`src/common/aec_pkg.sv`:
```
// Purpose: shared constants and types of the gated event counter pair
// Assumes: 8-bit register port, 4-bit register index, one 200 MHz clock
// Notes:   all register offsets and field positions live here only
package aec_pkg;

	// ****************************************
	// register indices
	// ****************************************
	localparam logic [3:0] AEC_A_CSR  = 4'h0;
	localparam logic [3:0] AEC_A_CLK  = 4'h1;
	localparam logic [3:0] AEC_A_EGS  = 4'h2;
	localparam logic [3:0] AEC_A_CNTH = 4'h3;
	localparam logic [3:0] AEC_A_CNTL = 4'h4;
	localparam logic [3:0] AEC_A_IRQ  = 4'h5;
	localparam logic [3:0] AEC_A_CMPL = 4'h6;
	localparam logic [3:0] AEC_A_CMPH = 4'h7;
	localparam logic [3:0] AEC_A_DATL = 4'h8;
	localparam logic [3:0] AEC_A_DATH = 4'h9;

	// ****************************************
	// field positions
	// ****************************************
	localparam int B_OVH   = 7;
	localparam int B_OVL   = 6;
	localparam int B_SPLIT = 4;
	localparam int B_HEN   = 3;
	localparam int B_LEN   = 2;
	localparam int B_HREL  = 1;
	localparam int B_LREL  = 0;
	localparam int F_HSRC  = 6;
	localparam int F_HEDG  = 4;
	localparam int F_LSRC  = 2;
	localparam int F_LEDG  = 0;
	localparam int F_PSEL  = 4;
	localparam int F_GEDG  = 2;
	localparam int B_PWMEN = 0;
	localparam int B_OVF_F = 0;
	localparam int B_GAT_F = 1;
	localparam int B_OVF_E = 4;
	localparam int B_GAT_E = 5;

	// ****************************************
	// encodings, widths and reset values
	// ****************************************
	localparam logic [1:0] SRC_PIN  = 2'h0;
	localparam logic [1:0] SRC_DIV2 = 2'h1;
	localparam logic [1:0] SRC_DIV4 = 2'h2;
	localparam logic [1:0] EDG_FALL = 2'h0;
	localparam logic [1:0] EDG_RISE = 2'h1;
	localparam int         PRE_W    = 6;
	localparam logic [7:0] CSR_WMSK = 8'h1f;
	localparam logic [7:0] BYTE_0   = 8'h00;
	localparam logic [7:0] BYTE_MAX = 8'hff;
	localparam logic [15:0] WORD_0  = 16'h0000;

	typedef enum logic [2:0] {
		PM_ACTIVE, PM_SLEEP, PM_WATCH, PM_SUBACT, PM_SUBSLP, PM_STBY, PM_MSTBY
	} aec_pmode_e;

endpackage

```
`src/design/aec_pwm.sv`:
```
// Purpose: internal PWM gate generator for the event counter pair
// Assumes: cmp above dat while enabled; tick is a one-cycle enable
// Notes:   output low for dat+1 ticks, high for cmp-dat ticks
`timescale 1ns/1ps
module aec_pwm
	import aec_pkg::*;
(
	input  wire logic        mclk,
	input  wire logic        nrst,
	input  wire logic        en,
	input  wire logic        tick,
	input  wire logic [15:0] cmp,
	input  wire logic [15:0] dat,
	output logic             pwm_out
);

	typedef struct packed {
		logic [15:0] cnt;
		logic        out;
	} aec_pwm_s;

	aec_pwm_s s;
	aec_pwm_s n;

	// ****************************************
	// period counter
	// ****************************************
	// disabling parks the output low; the top then gates the counters from gate_pin instead
	always_comb begin
		n = s;
		if (!en) begin
			n.cnt = WORD_0;
			n.out = 1'b0;
		end else if (tick) begin
			n.cnt = (s.cnt == cmp) ? WORD_0 : s.cnt + 16'h0001;
			n.out = (n.cnt > dat);
		end
	end

	always_ff @(posedge mclk or negedge nrst) begin
		if (!nrst) begin
			s <= '0;
		end else begin
			s <= n;
		end
	end

	assign pwm_out = s.out;
endmodule

```
`src/design/aec_top.sv`:
```
// Purpose: pair of 8-bit event counters with common gate and PWM gate
// Assumes: all inputs synchronous to mclk; register read data one cycle late
// Notes:   cascades to 16 bits unless split mode is set
// Function
// - split mode: two independent 8-bit counters
// - high source: div2, div4, div8 or pin
// - low source: div2, div4, div8 or pin
// - pin edge chosen by per-pin edge field
// - high FF wraps to 00, sets flag
// - low FF wraps to 00, sets flag in split mode
// - any overflow sets flag, enabled raises irq
// - gate pin low stops both counters
// - pwm output low stops both counters
// - gate pin edge sets gate irq flag
// - pwm edge sets same gate irq flag
// - gate edge: rising, falling or both
// - gating may lose at most one count
// - watch/standby: pin counting, no overflow flags
// - low power: only pin-sourced counters count
// - module standby halts all, gate ignored
// - watch/standby: gating works, no gate irq
// - gate irq flag sets in the same cycle as the halt
// - cascade mode: low overflow clocks high
// - count enable low holds counter value
// - reset release low holds counter zero
//
// The implementer's own choices: the strobed register port and the register addresses.
`timescale 1ns/1ps
module aec_top
	import aec_pkg::*;
(
	input  wire logic        mclk,
	input  wire logic        nrst,
	input  wire logic [3:0]  addr,
	input  wire logic [7:0]  wdata,
	input  wire logic        wr,
	input  wire logic        rd,
	output logic      [7:0]  rdata,
	input  wire logic        high_event_pin,
	input  wire logic        low_event_pin,
	input  wire logic        gate_pin,
	input  aec_pmode_e       pwr_mode,
	output logic             ovf_irq_req,
	output logic             gate_irq_req
);

	// ****************************************
	// helper functions
	// ****************************************
	// true once every 2^min(k, PRE_W) cycles of the free prescaler
	function automatic logic div_tick(input logic [PRE_W-1:0] pre, input int k);
		logic [PRE_W-1:0] mask;
		mask = PRE_W'((1 << k) - 1);
		return (pre & mask) == mask;
	endfunction

	function automatic logic edge_hit(input logic prev, input logic cur, input logic [1:0] sel);
		logic hit;
		case (sel)
			EDG_FALL: hit = prev & ~cur;
			EDG_RISE: hit = ~prev & cur;
			default:  hit = prev ^ cur;
		endcase
		return hit;
	endfunction

	function automatic logic src_tick(input logic [1:0] sel, input logic [PRE_W-1:0] pre,
			input logic pin);
		logic t;
		case (sel)
			SRC_PIN:  t = pin;
			SRC_DIV2: t = div_tick(pre, 1);
			SRC_DIV4: t = div_tick(pre, 2);
			default:  t = div_tick(pre, 3);
		endcase
		return t;
	endfunction

	// ****************************************
	// state
	// ****************************************
	typedef struct packed {
		logic [7:0]       csr;
		logic [7:0]       clk;
		logic [7:0]       egs;
		logic [7:0]       irq;
		logic [15:0]      cmp;
		logic [15:0]      dat;
		logic [7:0]       cnt_h;
		logic [7:0]       cnt_l;
		logic [PRE_W-1:0] pre;
		logic             hpin_q;
		logic             lpin_q;
		logic             gate_q;
		logic [7:0]       rdata;
		logic             ovf_irq;
		logic             gate_irq;
	} aec_st_s;

	aec_st_s s;
	aec_st_s n;

	logic       pwm_out;
	logic       pm_lp;
	logic       pm_nof;
	logic       pm_ms;
	logic       pm_fast;
	logic       split;
	logic       pwm_en;
	logic       gate_lvl;
	logic       gate_hit;
	logic       gate_set;
	logic       l_tick;
	logic       l_ok;
	logic       l_inc;
	logic       l_ovf;
	logic       h_tick;
	logic       h_ok;
	logic       h_inc;
	logic       h_ovf;
	logic       ovh_set;
	logic       ovl_set;
	logic       pwm_tick;
	logic       csr_wr;
	logic       irq_wr;
	logic [1:0] hsrc;
	logic [1:0] lsrc;

	// ****************************************
	// power mode decode
	// ****************************************
	assign pm_ms   = (pwr_mode == PM_MSTBY);
	assign pm_nof  = (pwr_mode == PM_WATCH) || (pwr_mode == PM_STBY);
	assign pm_lp   = pm_nof || (pwr_mode == PM_SUBACT) || (pwr_mode == PM_SUBSLP);
	assign pm_fast = (pwr_mode == PM_ACTIVE) || (pwr_mode == PM_SLEEP);

	// ****************************************
	// gate selection and gate interrupt edge
	// ****************************************
	assign split    = s.csr[B_SPLIT];
	assign pwm_en   = s.egs[B_PWMEN];
	assign gate_lvl = pwm_en ? pwm_out : gate_pin;
	// edge seen against last cycle's level, so flag sets on the same edge the halt takes effect
	assign gate_hit = edge_hit(s.gate_q, gate_lvl, s.egs[F_GEDG +: 2]);
	assign gate_set = gate_hit && !pm_nof && !pm_ms;

	// ****************************************
	// counter clocking
	// ****************************************
	assign hsrc = s.clk[F_HSRC +: 2];
	assign lsrc = s.clk[F_LSRC +: 2];
	// slow modes stop the divided system clock; pin sources keep running
	assign l_ok = !pm_ms && (!pm_lp || lsrc == SRC_PIN);
	assign h_ok = !pm_ms && (!pm_lp || hsrc == SRC_PIN);
	assign l_tick = src_tick(lsrc, s.pre, edge_hit(s.lpin_q, low_event_pin,
		s.clk[F_LEDG +: 2]));
	// gate is sampled level-wise, so a tick near its edge may be lost
	assign l_inc = s.csr[B_LREL] && s.csr[B_LEN] && gate_lvl && l_tick && l_ok;
	assign l_ovf = l_inc && (s.cnt_l == BYTE_MAX);
	assign h_tick = split ? (src_tick(hsrc, s.pre, edge_hit(s.hpin_q, high_event_pin,
		s.clk[F_HEDG +: 2])) && gate_lvl && h_ok) : l_ovf;
	assign h_inc = s.csr[B_HREL] && s.csr[B_HEN] && h_tick;
	assign h_ovf = h_inc && (s.cnt_h == BYTE_MAX);
	assign ovh_set = h_ovf && !pm_nof;
	assign ovl_set = l_ovf && split && !pm_nof;
	assign pwm_tick = div_tick(s.pre, int'(s.egs[F_PSEL +: 3]) + 1);
	assign csr_wr = wr && (addr == AEC_A_CSR);
	assign irq_wr = wr && (addr == AEC_A_IRQ);

	// ****************************************
	// register port and next state
	// ****************************************
	// flags clear on a written 0; a hardware set in the same cycle wins
	always_comb begin
		n = s;
		n.rdata = BYTE_0;
		if (rd) begin
			case (addr)
				AEC_A_CSR:  n.rdata = s.csr;
				AEC_A_CLK:  n.rdata = s.clk;
				AEC_A_EGS:  n.rdata = s.egs;
				AEC_A_CNTH: n.rdata = s.cnt_h;
				AEC_A_CNTL: n.rdata = s.cnt_l;
				AEC_A_IRQ:  n.rdata = s.irq;
				AEC_A_CMPL: n.rdata = s.cmp[7:0];
				AEC_A_CMPH: n.rdata = s.cmp[15:8];
				AEC_A_DATL: n.rdata = s.dat[7:0];
				AEC_A_DATH: n.rdata = s.dat[15:8];
				default:    n.rdata = BYTE_0;
			endcase
		end
		if (wr) begin
			case (addr)
				AEC_A_CSR: begin
					n.csr = (wdata & CSR_WMSK) | (s.csr & wdata & ~CSR_WMSK);
				end
				AEC_A_CLK:  n.clk = wdata;
				AEC_A_EGS:  n.egs = wdata;
				AEC_A_IRQ: begin
					n.irq = wdata;
					n.irq[B_OVF_F] = s.irq[B_OVF_F] & wdata[B_OVF_F];
					n.irq[B_GAT_F] = s.irq[B_GAT_F] & wdata[B_GAT_F];
				end
				AEC_A_CMPL: n.cmp[7:0] = wdata;
				AEC_A_CMPH: n.cmp[15:8] = wdata;
				AEC_A_DATL: n.dat[7:0] = wdata;
				AEC_A_DATH: n.dat[15:8] = wdata;
				default: ;
			endcase
		end
		// counters: wrap from FF to 00 falls out of the 8-bit add
		if (!s.csr[B_LREL]) begin
			n.cnt_l = BYTE_0;
		end else if (l_inc) begin
			n.cnt_l = s.cnt_l + 8'h01;
		end
		if (!s.csr[B_HREL]) begin
			n.cnt_h = BYTE_0;
		end else if (h_inc) begin
			n.cnt_h = s.cnt_h + 8'h01;
		end
		if (ovh_set) begin
			n.csr[B_OVH] = 1'b1;
		end
		if (ovl_set) begin
			n.csr[B_OVL] = 1'b1;
		end
		if (ovh_set || ovl_set) begin
			n.irq[B_OVF_F] = 1'b1;
		end
		if (gate_set) begin
			n.irq[B_GAT_F] = 1'b1;
		end
		// module standby freezes every edge history with the clock
		if (!pm_ms) begin
			n.pre    = s.pre + 6'h01;
			n.hpin_q = high_event_pin;
			n.lpin_q = low_event_pin;
			n.gate_q = gate_lvl;
		end
		n.ovf_irq  = n.irq[B_OVF_F] && n.irq[B_OVF_E];
		n.gate_irq = n.irq[B_GAT_F] && n.irq[B_GAT_E];
	end

	always_ff @(posedge mclk or negedge nrst) begin
		if (!nrst) begin
			s <= '0;
		end else begin
			s <= n;
		end
	end

	// ****************************************
	// pwm gate generator
	// ****************************************
	// pwm halts outside the fast modes but keeps its phase and level
	aec_pwm u_pwm (
		.mclk    (mclk),
		.nrst    (nrst),
		.en      (pwm_en),
		.tick    (pwm_tick && pm_fast),
		.cmp     (s.cmp),
		.dat     (s.dat),
		.pwm_out (pwm_out)
	);

	assign rdata        = s.rdata;
	assign ovf_irq_req  = s.ovf_irq;
	assign gate_irq_req = s.gate_irq;
endmodule

```
`config.mk`:
```
export PLATFORM = sky130hd
export DESIGN_NAME = aec_top
export DESIGN_NICKNAME = d
export VERILOG_FILES = /design/src/common/aec_pkg.sv /design/src/design/aec_pwm.sv /design/src/design/aec_top.sv
export SDC_FILE = /design/constraint.sdc
export NUM_CORES = 1
export LEC_CHECK = 0
export BUFFER_PORTS_ARGS = -buffer_cell sky130_fd_sc_hd__buf_4
export CAP_MARGIN = 20
export CORE_MARGIN = 4
export CORE_UTILIZATION = 40
export CTS_CLUSTER_DIAMETER = 50
export DETAILED_ROUTE_END_ITERATION = 6
export PLACE_DENSITY = 0.53
export SYNTH_ARGS = -nofsm -noshare
export SYNTH_HDL_FRONTEND = slang
export SYNTH_SLANG_ARGS = --single-unit
export TNS_END_PERCENT = 10
```
`constraint.sdc`:
```
create_clock -name mclk -period 4 [get_ports mclk]
set_input_delay 1.2 -clock mclk [delete_from_list [all_inputs] [get_ports mclk]]
set_output_delay 1.2 -clock mclk [all_outputs]
set_load 0.02 [all_outputs]
```
==> flow_summary_export.csv, run 1 <==
group,metric,value,unit
sta,rsz0062_at_grt,"false",
power,powerDensity,495.2,nW/um2
synthesis,syn_area_per_cell,9.908,um2
power,comb_power_share,18.1,%
clock_tree,cts_max_level,4,
drt,initialDrtViolationCount,427,
worst_hold_path,min_to,"s[18]",
clock_tree,cts.path.max_buffers,2,
synthesis,synthXorXnorAreaFrac,5.102,%
synthesis,synthArstFlopShare,100.0,%
clock_tree,cts_buffers,17,
synthesis,synth_simple_gate_area_share,15.74,%
global_routing,first_global_vias,5348,
drt,via_per_inst,5.724,
worst_setup_path,worstPathArrival,3.49,ns
floorplanning,rows,47,
worst_setup_path,critPathTopFamily,"simple AND/OR/NAND/NOR gates",
worst_setup_path,crit_path_frequent_cell,"and3_1",
floorplanning,chipHeight,139.0,um
sta,finalCritPeriodShare,79.81,%
clock_tree,tritoncts,"done",
sta,slew_violations,0,
global_routing,gr-usage-all-layers,20.77,%
worst_setup_path,worst_setup_path_start_kind,"register",
floorplanning,die_w,139.0,um
synthesis,yosysUniqueCellTypes,61,
drt,drcViolationCount,0,
worst_setup_path,required,4.30,ns
sta,setup_violations,0,
placed_design,place_congestion,0.9586,
drt,vias,5403,
synthesis,synth_top_family_by_area,"simple AND/OR/NAND/NOR gates",
power,p_leak,3.523,nW
cells_and_area,layout-drive-gt1-share,19.06,%
sta,fmax,313.2,MHz
cells_and_area,num-fill-cells,1587,
sta,worstMarginPinSlew,0.7645,ns
worst_hold_path,min_path_type,"reg -> reg",
clock_tree,cts_hold_buf,0,
placed_design,dp_hpwl,14640,um
global_routing,grt_max_degree,50,
global_routing,grt_overflow,0,
cells_and_area,syn2layout_area_growth,14.74,%
global_routing,antenna_found_initial,0,
worst_setup_path,r2r_start,"u_pwm.s[1]",
floorplanning,fp.coreArea,16700,um2
clock_tree,post_cts_buffers,0,
power,swShare,30.05,%
global_routing,grt_first_pass_wirelength,31480,um
synthesis,synthMuxAreaShare,12.65,%
worst_setup_path,cp_num_buf_inv,0,
run,maxCapViolations,0,
worst_setup_path,cpPeakStageDelay,0.45,ns
cells_and_area,diodes,0,
placed_design,port_buffers,31,
worst_hold_path,min_from,"s[18]",
worst_setup_path,ff2ff_setup_slack,0.81,ns
worst_setup_path,cp-end-kind,"register",
worst_setup_path,crit_chain,"ha_1, and3_1, and3_1, and3_1, xnor2_1, nor2_1, ha_1, nand3_1, nor3_1, nand2_1, a21oi_1, nor3_1, o32ai_1",
floorplanning,start_util,41.11,%
clock_tree,insertion_delay,0.42,ns
synthesis,synth_cells,693,
synthesis,synth.net_count,744,
worst_setup_path,critPathMaxFanout,6,
sta,setup-tns-final,0,ns
sta,hold_violations,0,
clock_tree,clock-root-buffer,"clkbuf_16",
worst_setup_path,worstReg2RegEnd,"u_pwm.pwm_out",
drt,drtAntennaViolNets,0,
power,ir_worst_vdd,320.3,uV
worst_setup_path,path_class,"reg -> reg",
synthesis,synth_compound_area_share,14.01,%
drt,wl_per_cell,20.81,um
floorplanning,dieArea,19330,um2
drt,first_pass_iters,5,
floorplanning,ios,32,
synthesis,synthFlopType,"dfrtp_1",
synthesis,ys_seq_area_share,42.27,%
sta,slew_headroom,48.84,%
cells_and_area,final_core_util,47.18,%
drt,totalWireLength,19640,um
clock_tree,path_clk_slew,0.06,ns
status,status,"completed",
synthesis,ys_seq_elements,116,
synthesis,synthAdderAreaFrac,5.284,%
worst_setup_path,worstRegToRegCells,13,
synthesis,synth-edff-count,0,
worst_setup_path,crit_slowest_cell,"dfrtp_1",
power,p_seq_share,41.0,%
power,p_int,2.729,mW
clock_tree,cts-resized-gates,0,
power,p_switching,1.173,mW
power,pwr-share-clk,41.0,%
synthesis,syn_area,6867,um2
sta,fin_worst_skew,0.007922,ns
sta,fin_crit,3.193,ns
clock_tree,cts_sinks,116,
cells_and_area,final_nets,762,
worst_hold_path,whs_path_depth,1,
synthesis,ys.warnings.count,0,
Yosys cell counts, types with 5 or more instances:
cell	number	share of area [%]
a211oi_1	7	0.77
a21oi_1	20	1.5
a22oi_1	6	0.66
a32o_1	5	0.73
a32oi_1	7	0.89
and2_1	7	0.64
and3_1	22	2.0
buf_1	5	0.27
buf_2	13	0.95
buf_4	9	0.98
clkbuf_1	15	0.82
dfrtp_1	116	42
ha_1	29	5.3
inv_1	32	1.7
mux2_2	55	9.0
mux2i_1	17	2.5
nand2_1	49	2.7
nand2b_1	8	0.73
nand3_1	25	1.8
nand3b_1	7	0.77
nand4_1	12	1.1
nor2_1	48	2.6
nor2b_1	11	1.0
nor3_1	12	0.87
o21a_1	11	1.2
o21ai_0	39	2.8
o22ai_1	9	0.82
xnor2_1	32	4.1
xor2_1	8	1.0
cell families after synthesis:
group | count (synthesis)
and+or+nand+nor | 215
AOI/OAI and AO/OA | 140
DFF | 116
muxes | 76
buffers and inverters | 76
xor gates and xnor gates | 40
adders and majority gates | 29
other | 1
power by group through the flow:
stage | sequential, mW | combinational [mW] | clock (mW)
after floorplan | 1.50 | 0.512 | 0
after global placement | 1.61 | 0.686 | 0
after detailed placement | 1.61 | 0.703 | 0
after CTS | 1.60 | 0.709 | 1.62
after global routing | 1.62 | 0.783 | 1.68
final | 1.60 | 0.705 | 1.60
worst max path at each step:
stage                        from            end  slack [ns]  cells past startpoint
finish                 u_pwm.s[1]  u_pwm.pwm_out        0.81                     13
global route           u_pwm.s[1]  u_pwm.pwm_out        0.57                     13
CTS                    u_pwm.s[1]  u_pwm.pwm_out        0.86                     13
detailed placement    pwr_mode[1]          s[33]        0.68                      9
global placement      pwr_mode[1]          s[33]        0.74                      9
floorplan           low_event_pin          s[33]        1.08                      8
state kept, by name, summed over array words and instances, names as in the netlist:
signal         count
gate_irq_req       1
u_pwm.pwm_out      1
s                 84
u_pwm.s           16
lsrc               2
ovf_irq_req        1
hsrc               2
pwm_en             1
rdata              8
worst reg2reg max path: stages, from the launching register on:
cell	delay [ns]
dfrtp_1	0.45
ha_1	0.27
and3_1	0.32
and3_1	0.31
and3_1	0.24
xnor2_1	0.13
nor2_1	0.05
ha_1	0.32
nand3_1	0.10
nor3_1	0.29
nand2_1	0.11
a21oi_1	0.14
nor3_1	0.06
o32ai_1	0.30
area by class of cell:
cell class                 count  area, um2  area share [%]
clock inverter                13      182.7           2.319
inverter                      34      127.6           1.620
clock buffer                  19      432.9           5.495
tap                          220      275.3           3.494
multi-input combinational    501       3637           46.16
timing repair buffer          41      320.3           4.065
sequential                   116       2903           36.84
layout by cell type, fill, tap and decap left out, drive strengths merged, types with 4 or more instances in the layout:
master and n:
a221o 4, a21oi 20, clkinv 4, mux2 56, and2 7, bufinv 4
a21boi 5, inv 35, xnor2 32, ha 29, buf 41, mux2i 17
nand4 12, nor2 48, clkinvlp 4, nand3 25, nor2b 11, a32o 5
nand2 50, nor3 12, a22oi 6, nand3b 7, o21a 11, nand2b 8
o21ai 44, a32oi 7, dfrtp 116, o22ai 9, xor2 8, clkbuf 19
and3 22, a211oi 7
routing by layer:
layer | vias to the layer above | share of wire [%] | global-route usage [%]
met3 | 28 | 4.0 | 3.379
li1 | 2515 | - | -
met4 | 0 | 2.0 | 6.282
met2 | 162 | 47 | 33.09
met5 | - | 0 | 0
met1 | 2698 | 47 | 29.26
stage by stage:
stage                     cells  instance area, um2  hold slack (ns)  power (mW)  setup WS, ns
after floorplan             693                6867           0.4571       2.016         1.078
after global placement      912                7263           0.4706       2.293        0.7378
after detailed placement    912                7263           0.4826       2.316        0.6757
after CTS                   944                7879           0.4945       3.924        0.8571
after global routing        944                7879           0.5123       4.083        0.5692
final                       944                7879           0.5019       3.902        0.8075
Note: power is estimated with default switching activity, not from simulation.
==> run 2: changes to the inputs <==
PLACE_DENSITY = 0.55   (was 0.53)
clock period = 2.6 ns   (was 4 ns; I/O delays follow)
==> run 2 against run 1 <==
The flow now finishes with violations (negative setup slack). Wire length is 4.8% higher. Setup slack got worse by 0.96 ns. Via count up 6.8%. Maximum frequency is 16% higher. Power up 55%. Critical endpoint unchanged. Register-to-register slack got worse by 0.96 ns.
==> flow_summary_export.csv, run 2 (same netlist as run 1, synthesis figures left out) <==
group,metric,value,unit
sta,fin_ws,-0.1520,ns
cells_and_area,mostFrequentLayoutCells,"buf_4 (118), dfrtp_1 (114), mux2_2 (55)",
sta,slew_violations,0,
global_routing,grt_max_degree,44,
worst_setup_path,required,2.92,ns
clock_tree,path_clk_slew,0.06,ns
drt,wl_per_cell,20.08,um
floorplanning,ios,32,
global_routing,gr-usage-met1,31.05,%
clock_tree,insertion_delay,0.42,ns
placed_design,port_buffers,31,
floorplanning,start_util,41.11,%
power,p_leak,3.935,nW
worst_setup_path,worstPathArrival,3.07,ns
clock_tree,clock-root-buffer,"clkbuf_16",
sta,worstMarginPinSlew,0.5162,ns
cells_and_area,final_core_util,52.01,%
clock_tree,cts_sinks,116,
floorplanning,fp.coreArea,16700,um2
global_routing,first_global_vias,5796,
drt,drtAntennaViolNets,0,
status,status,"complete, but fails checks",
cells_and_area,layout-drive-gt1-share,31.68,%
clock_tree,cts_buffers,17,
floorplanning,dieArea,19330,um2
floorplanning,rows,47,
power,ir_worst_vdd,546.2,uV
placed_design,placed_area,7846,um2
sta,finalCritPeriodShare,105.8,%
clock_tree,cts.path.max_buffers,2,
power,powerDensity,696.4,nW/um2
drt,vias,5770,
cells_and_area,num-fill-cells,1533,
cells_and_area,final_nets,844,
worst_setup_path,critPathMaxFanout,4,
sta,hold_violations,0,
global_routing,grt_first_pass_wirelength,32700,um
drt,totalWireLength,20590,um
cells_and_area,syn2layout_area_growth,26.49,%
worst_setup_path,worstReg2RegEnd,"u_pwm.pwm_out",
global_routing,gr-usage-all-layers,21.68,%
cells_and_area,mostFrequentLayoutCell,"buf_4",
worst_setup_path,ff2ff_setup_slack,-0.15,ns
worst_setup_path,worst_setup_path_start_kind,"register",
sta,fmax,363.4,MHz
worst_setup_path,worstRegToRegCells,12,
cells_and_area,final_cell_area,8686,um2
run,maxCapViolations,0,
worst_setup_path,r2r_start,"s[60]",
sta,fin_worst_skew,0.009225,ns
placed_design,dp.cells,984,
placed_design,dp_hpwl,15300,um
global_routing,grtUsageMet3,5.414,%
cells_and_area,largest_reg_flops,84,
global_routing,top_usage_layer,"met2",
sta,fin_hold_ws,0.3197,ns
sta,slew_headroom,65.36,%
global_routing,grt_overflow,0,
worst_setup_path,cp-end-kind,"register",
drt,drcViolationCount,0,
floorplanning,die_w,139.0,um
status,violations,"negative setup slack",
drt,initialDrtViolationCount,462,
drt,first_pass_iters,5,
floorplanning,chipHeight,139.0,um
sta,setup_violations,1,
global_routing,met2_usage,32.29,%
drt,via_per_inst,5.629,
sta,fin_crit,2.752,ns
sta,rsz0062_at_grt,"true",
cells_and_area,regMostFlops,"s",
global_routing,antenna_found_initial,0,
worst_hold_path,min_path_type,"in -> async",
worst_setup_path,path_class,"reg -> reg",
cells_and_area,diodes,0,
clock_tree,cts_max_level,4,
placed_design,place_congestion,0.9692,
cells_and_area,fin_cells,1025,
clock_tree,tritoncts,"done",
clock_tree,cts_hold_buf,0,
run 2: cell types whose count changed in the layout (fill, tap and decap cells not counted), sizes merged:
cell and delta:
clkinv +1, bufinv -2, buf +82, clkinvlp -1
clkbuf +2, inv -1
run 2: critical path, cell delays in order, from the launching register on:
cell and delay, ns:
dfrtp_1 0.39, xnor2_1 0.17, nand4_1 0.23, nor4_4 0.44, buf_4 0.20, nor2_1 0.06, ha_1 0.29, nand3_2 0.11
nor3_4 0.19, nand2_1 0.11, a21oi_2 0.13, nor3_2 0.06, o32ai_1 0.27
run 2: worst max-delay path by stage:
stage,endpoint,start,cells past startpoint,slack (ns)
floorplan,u_pwm.pwm_out,u_pwm.s[1],13,-0.03
global placement,s[33],high_event_pin,10,-0.17
detailed placement,s[30],high_event_pin,11,-0.20
CTS,u_pwm.pwm_out,u_pwm.s[2],11,-0.08
global route,u_pwm.pwm_out,s[56],12,-0.29
finish,u_pwm.pwm_out,s[60],12,-0.15
run 2: through the flow:
stage	setup WS (ns)	TNS, ns	total power [mW]
after global placement	-0.1685	-1.015	3.654
after CTS	-0.07921	-0.07921	5.999
final	-0.1520	-0.1520	6.049
after detailed placement	-0.2017	-1.278	3.698
after floorplan	-0.02733	-0.02733	3.104
after global routing	-0.2924	-0.2924	6.365
run 2: layout make-up:
cell class	count	area [um2]	area share, %
Sequential cell	116	2905	33.45
Multi-Input combinational cell	501	3841	44.22
Clock buffer	21	460.4	5.301
Inverter	34	127.6	1.469
Clock inverter	10	107.6	1.239
Tap cell	220	275.3	3.169
Timing Repair Buffer	123	968.4	11.15
run 2: metal layers:
metal  wire length (um)  part of all wire, %  vias to the layer above
li1                   -                    -                     2684
met1               9477                   46                     2878
met2               9463                   46                      174
met3               1254                  6.1                       34
met4                389                  1.9                        0
met5                  0                    0                        -
run 2: repair_timing:
action,CTS,global route
resized for setup,10,34
setup endpoints to repair,1,8
pin swaps,10,22
buffers inserted,4,6
run 2: power breakdown:
group          switching, mW  total [mW]  internal [mW]
clock network          0.830        2.27           1.44
registers              0.305        2.40           2.09
logic                  0.706        1.38          0.672
total                   1.84        6.05           4.21
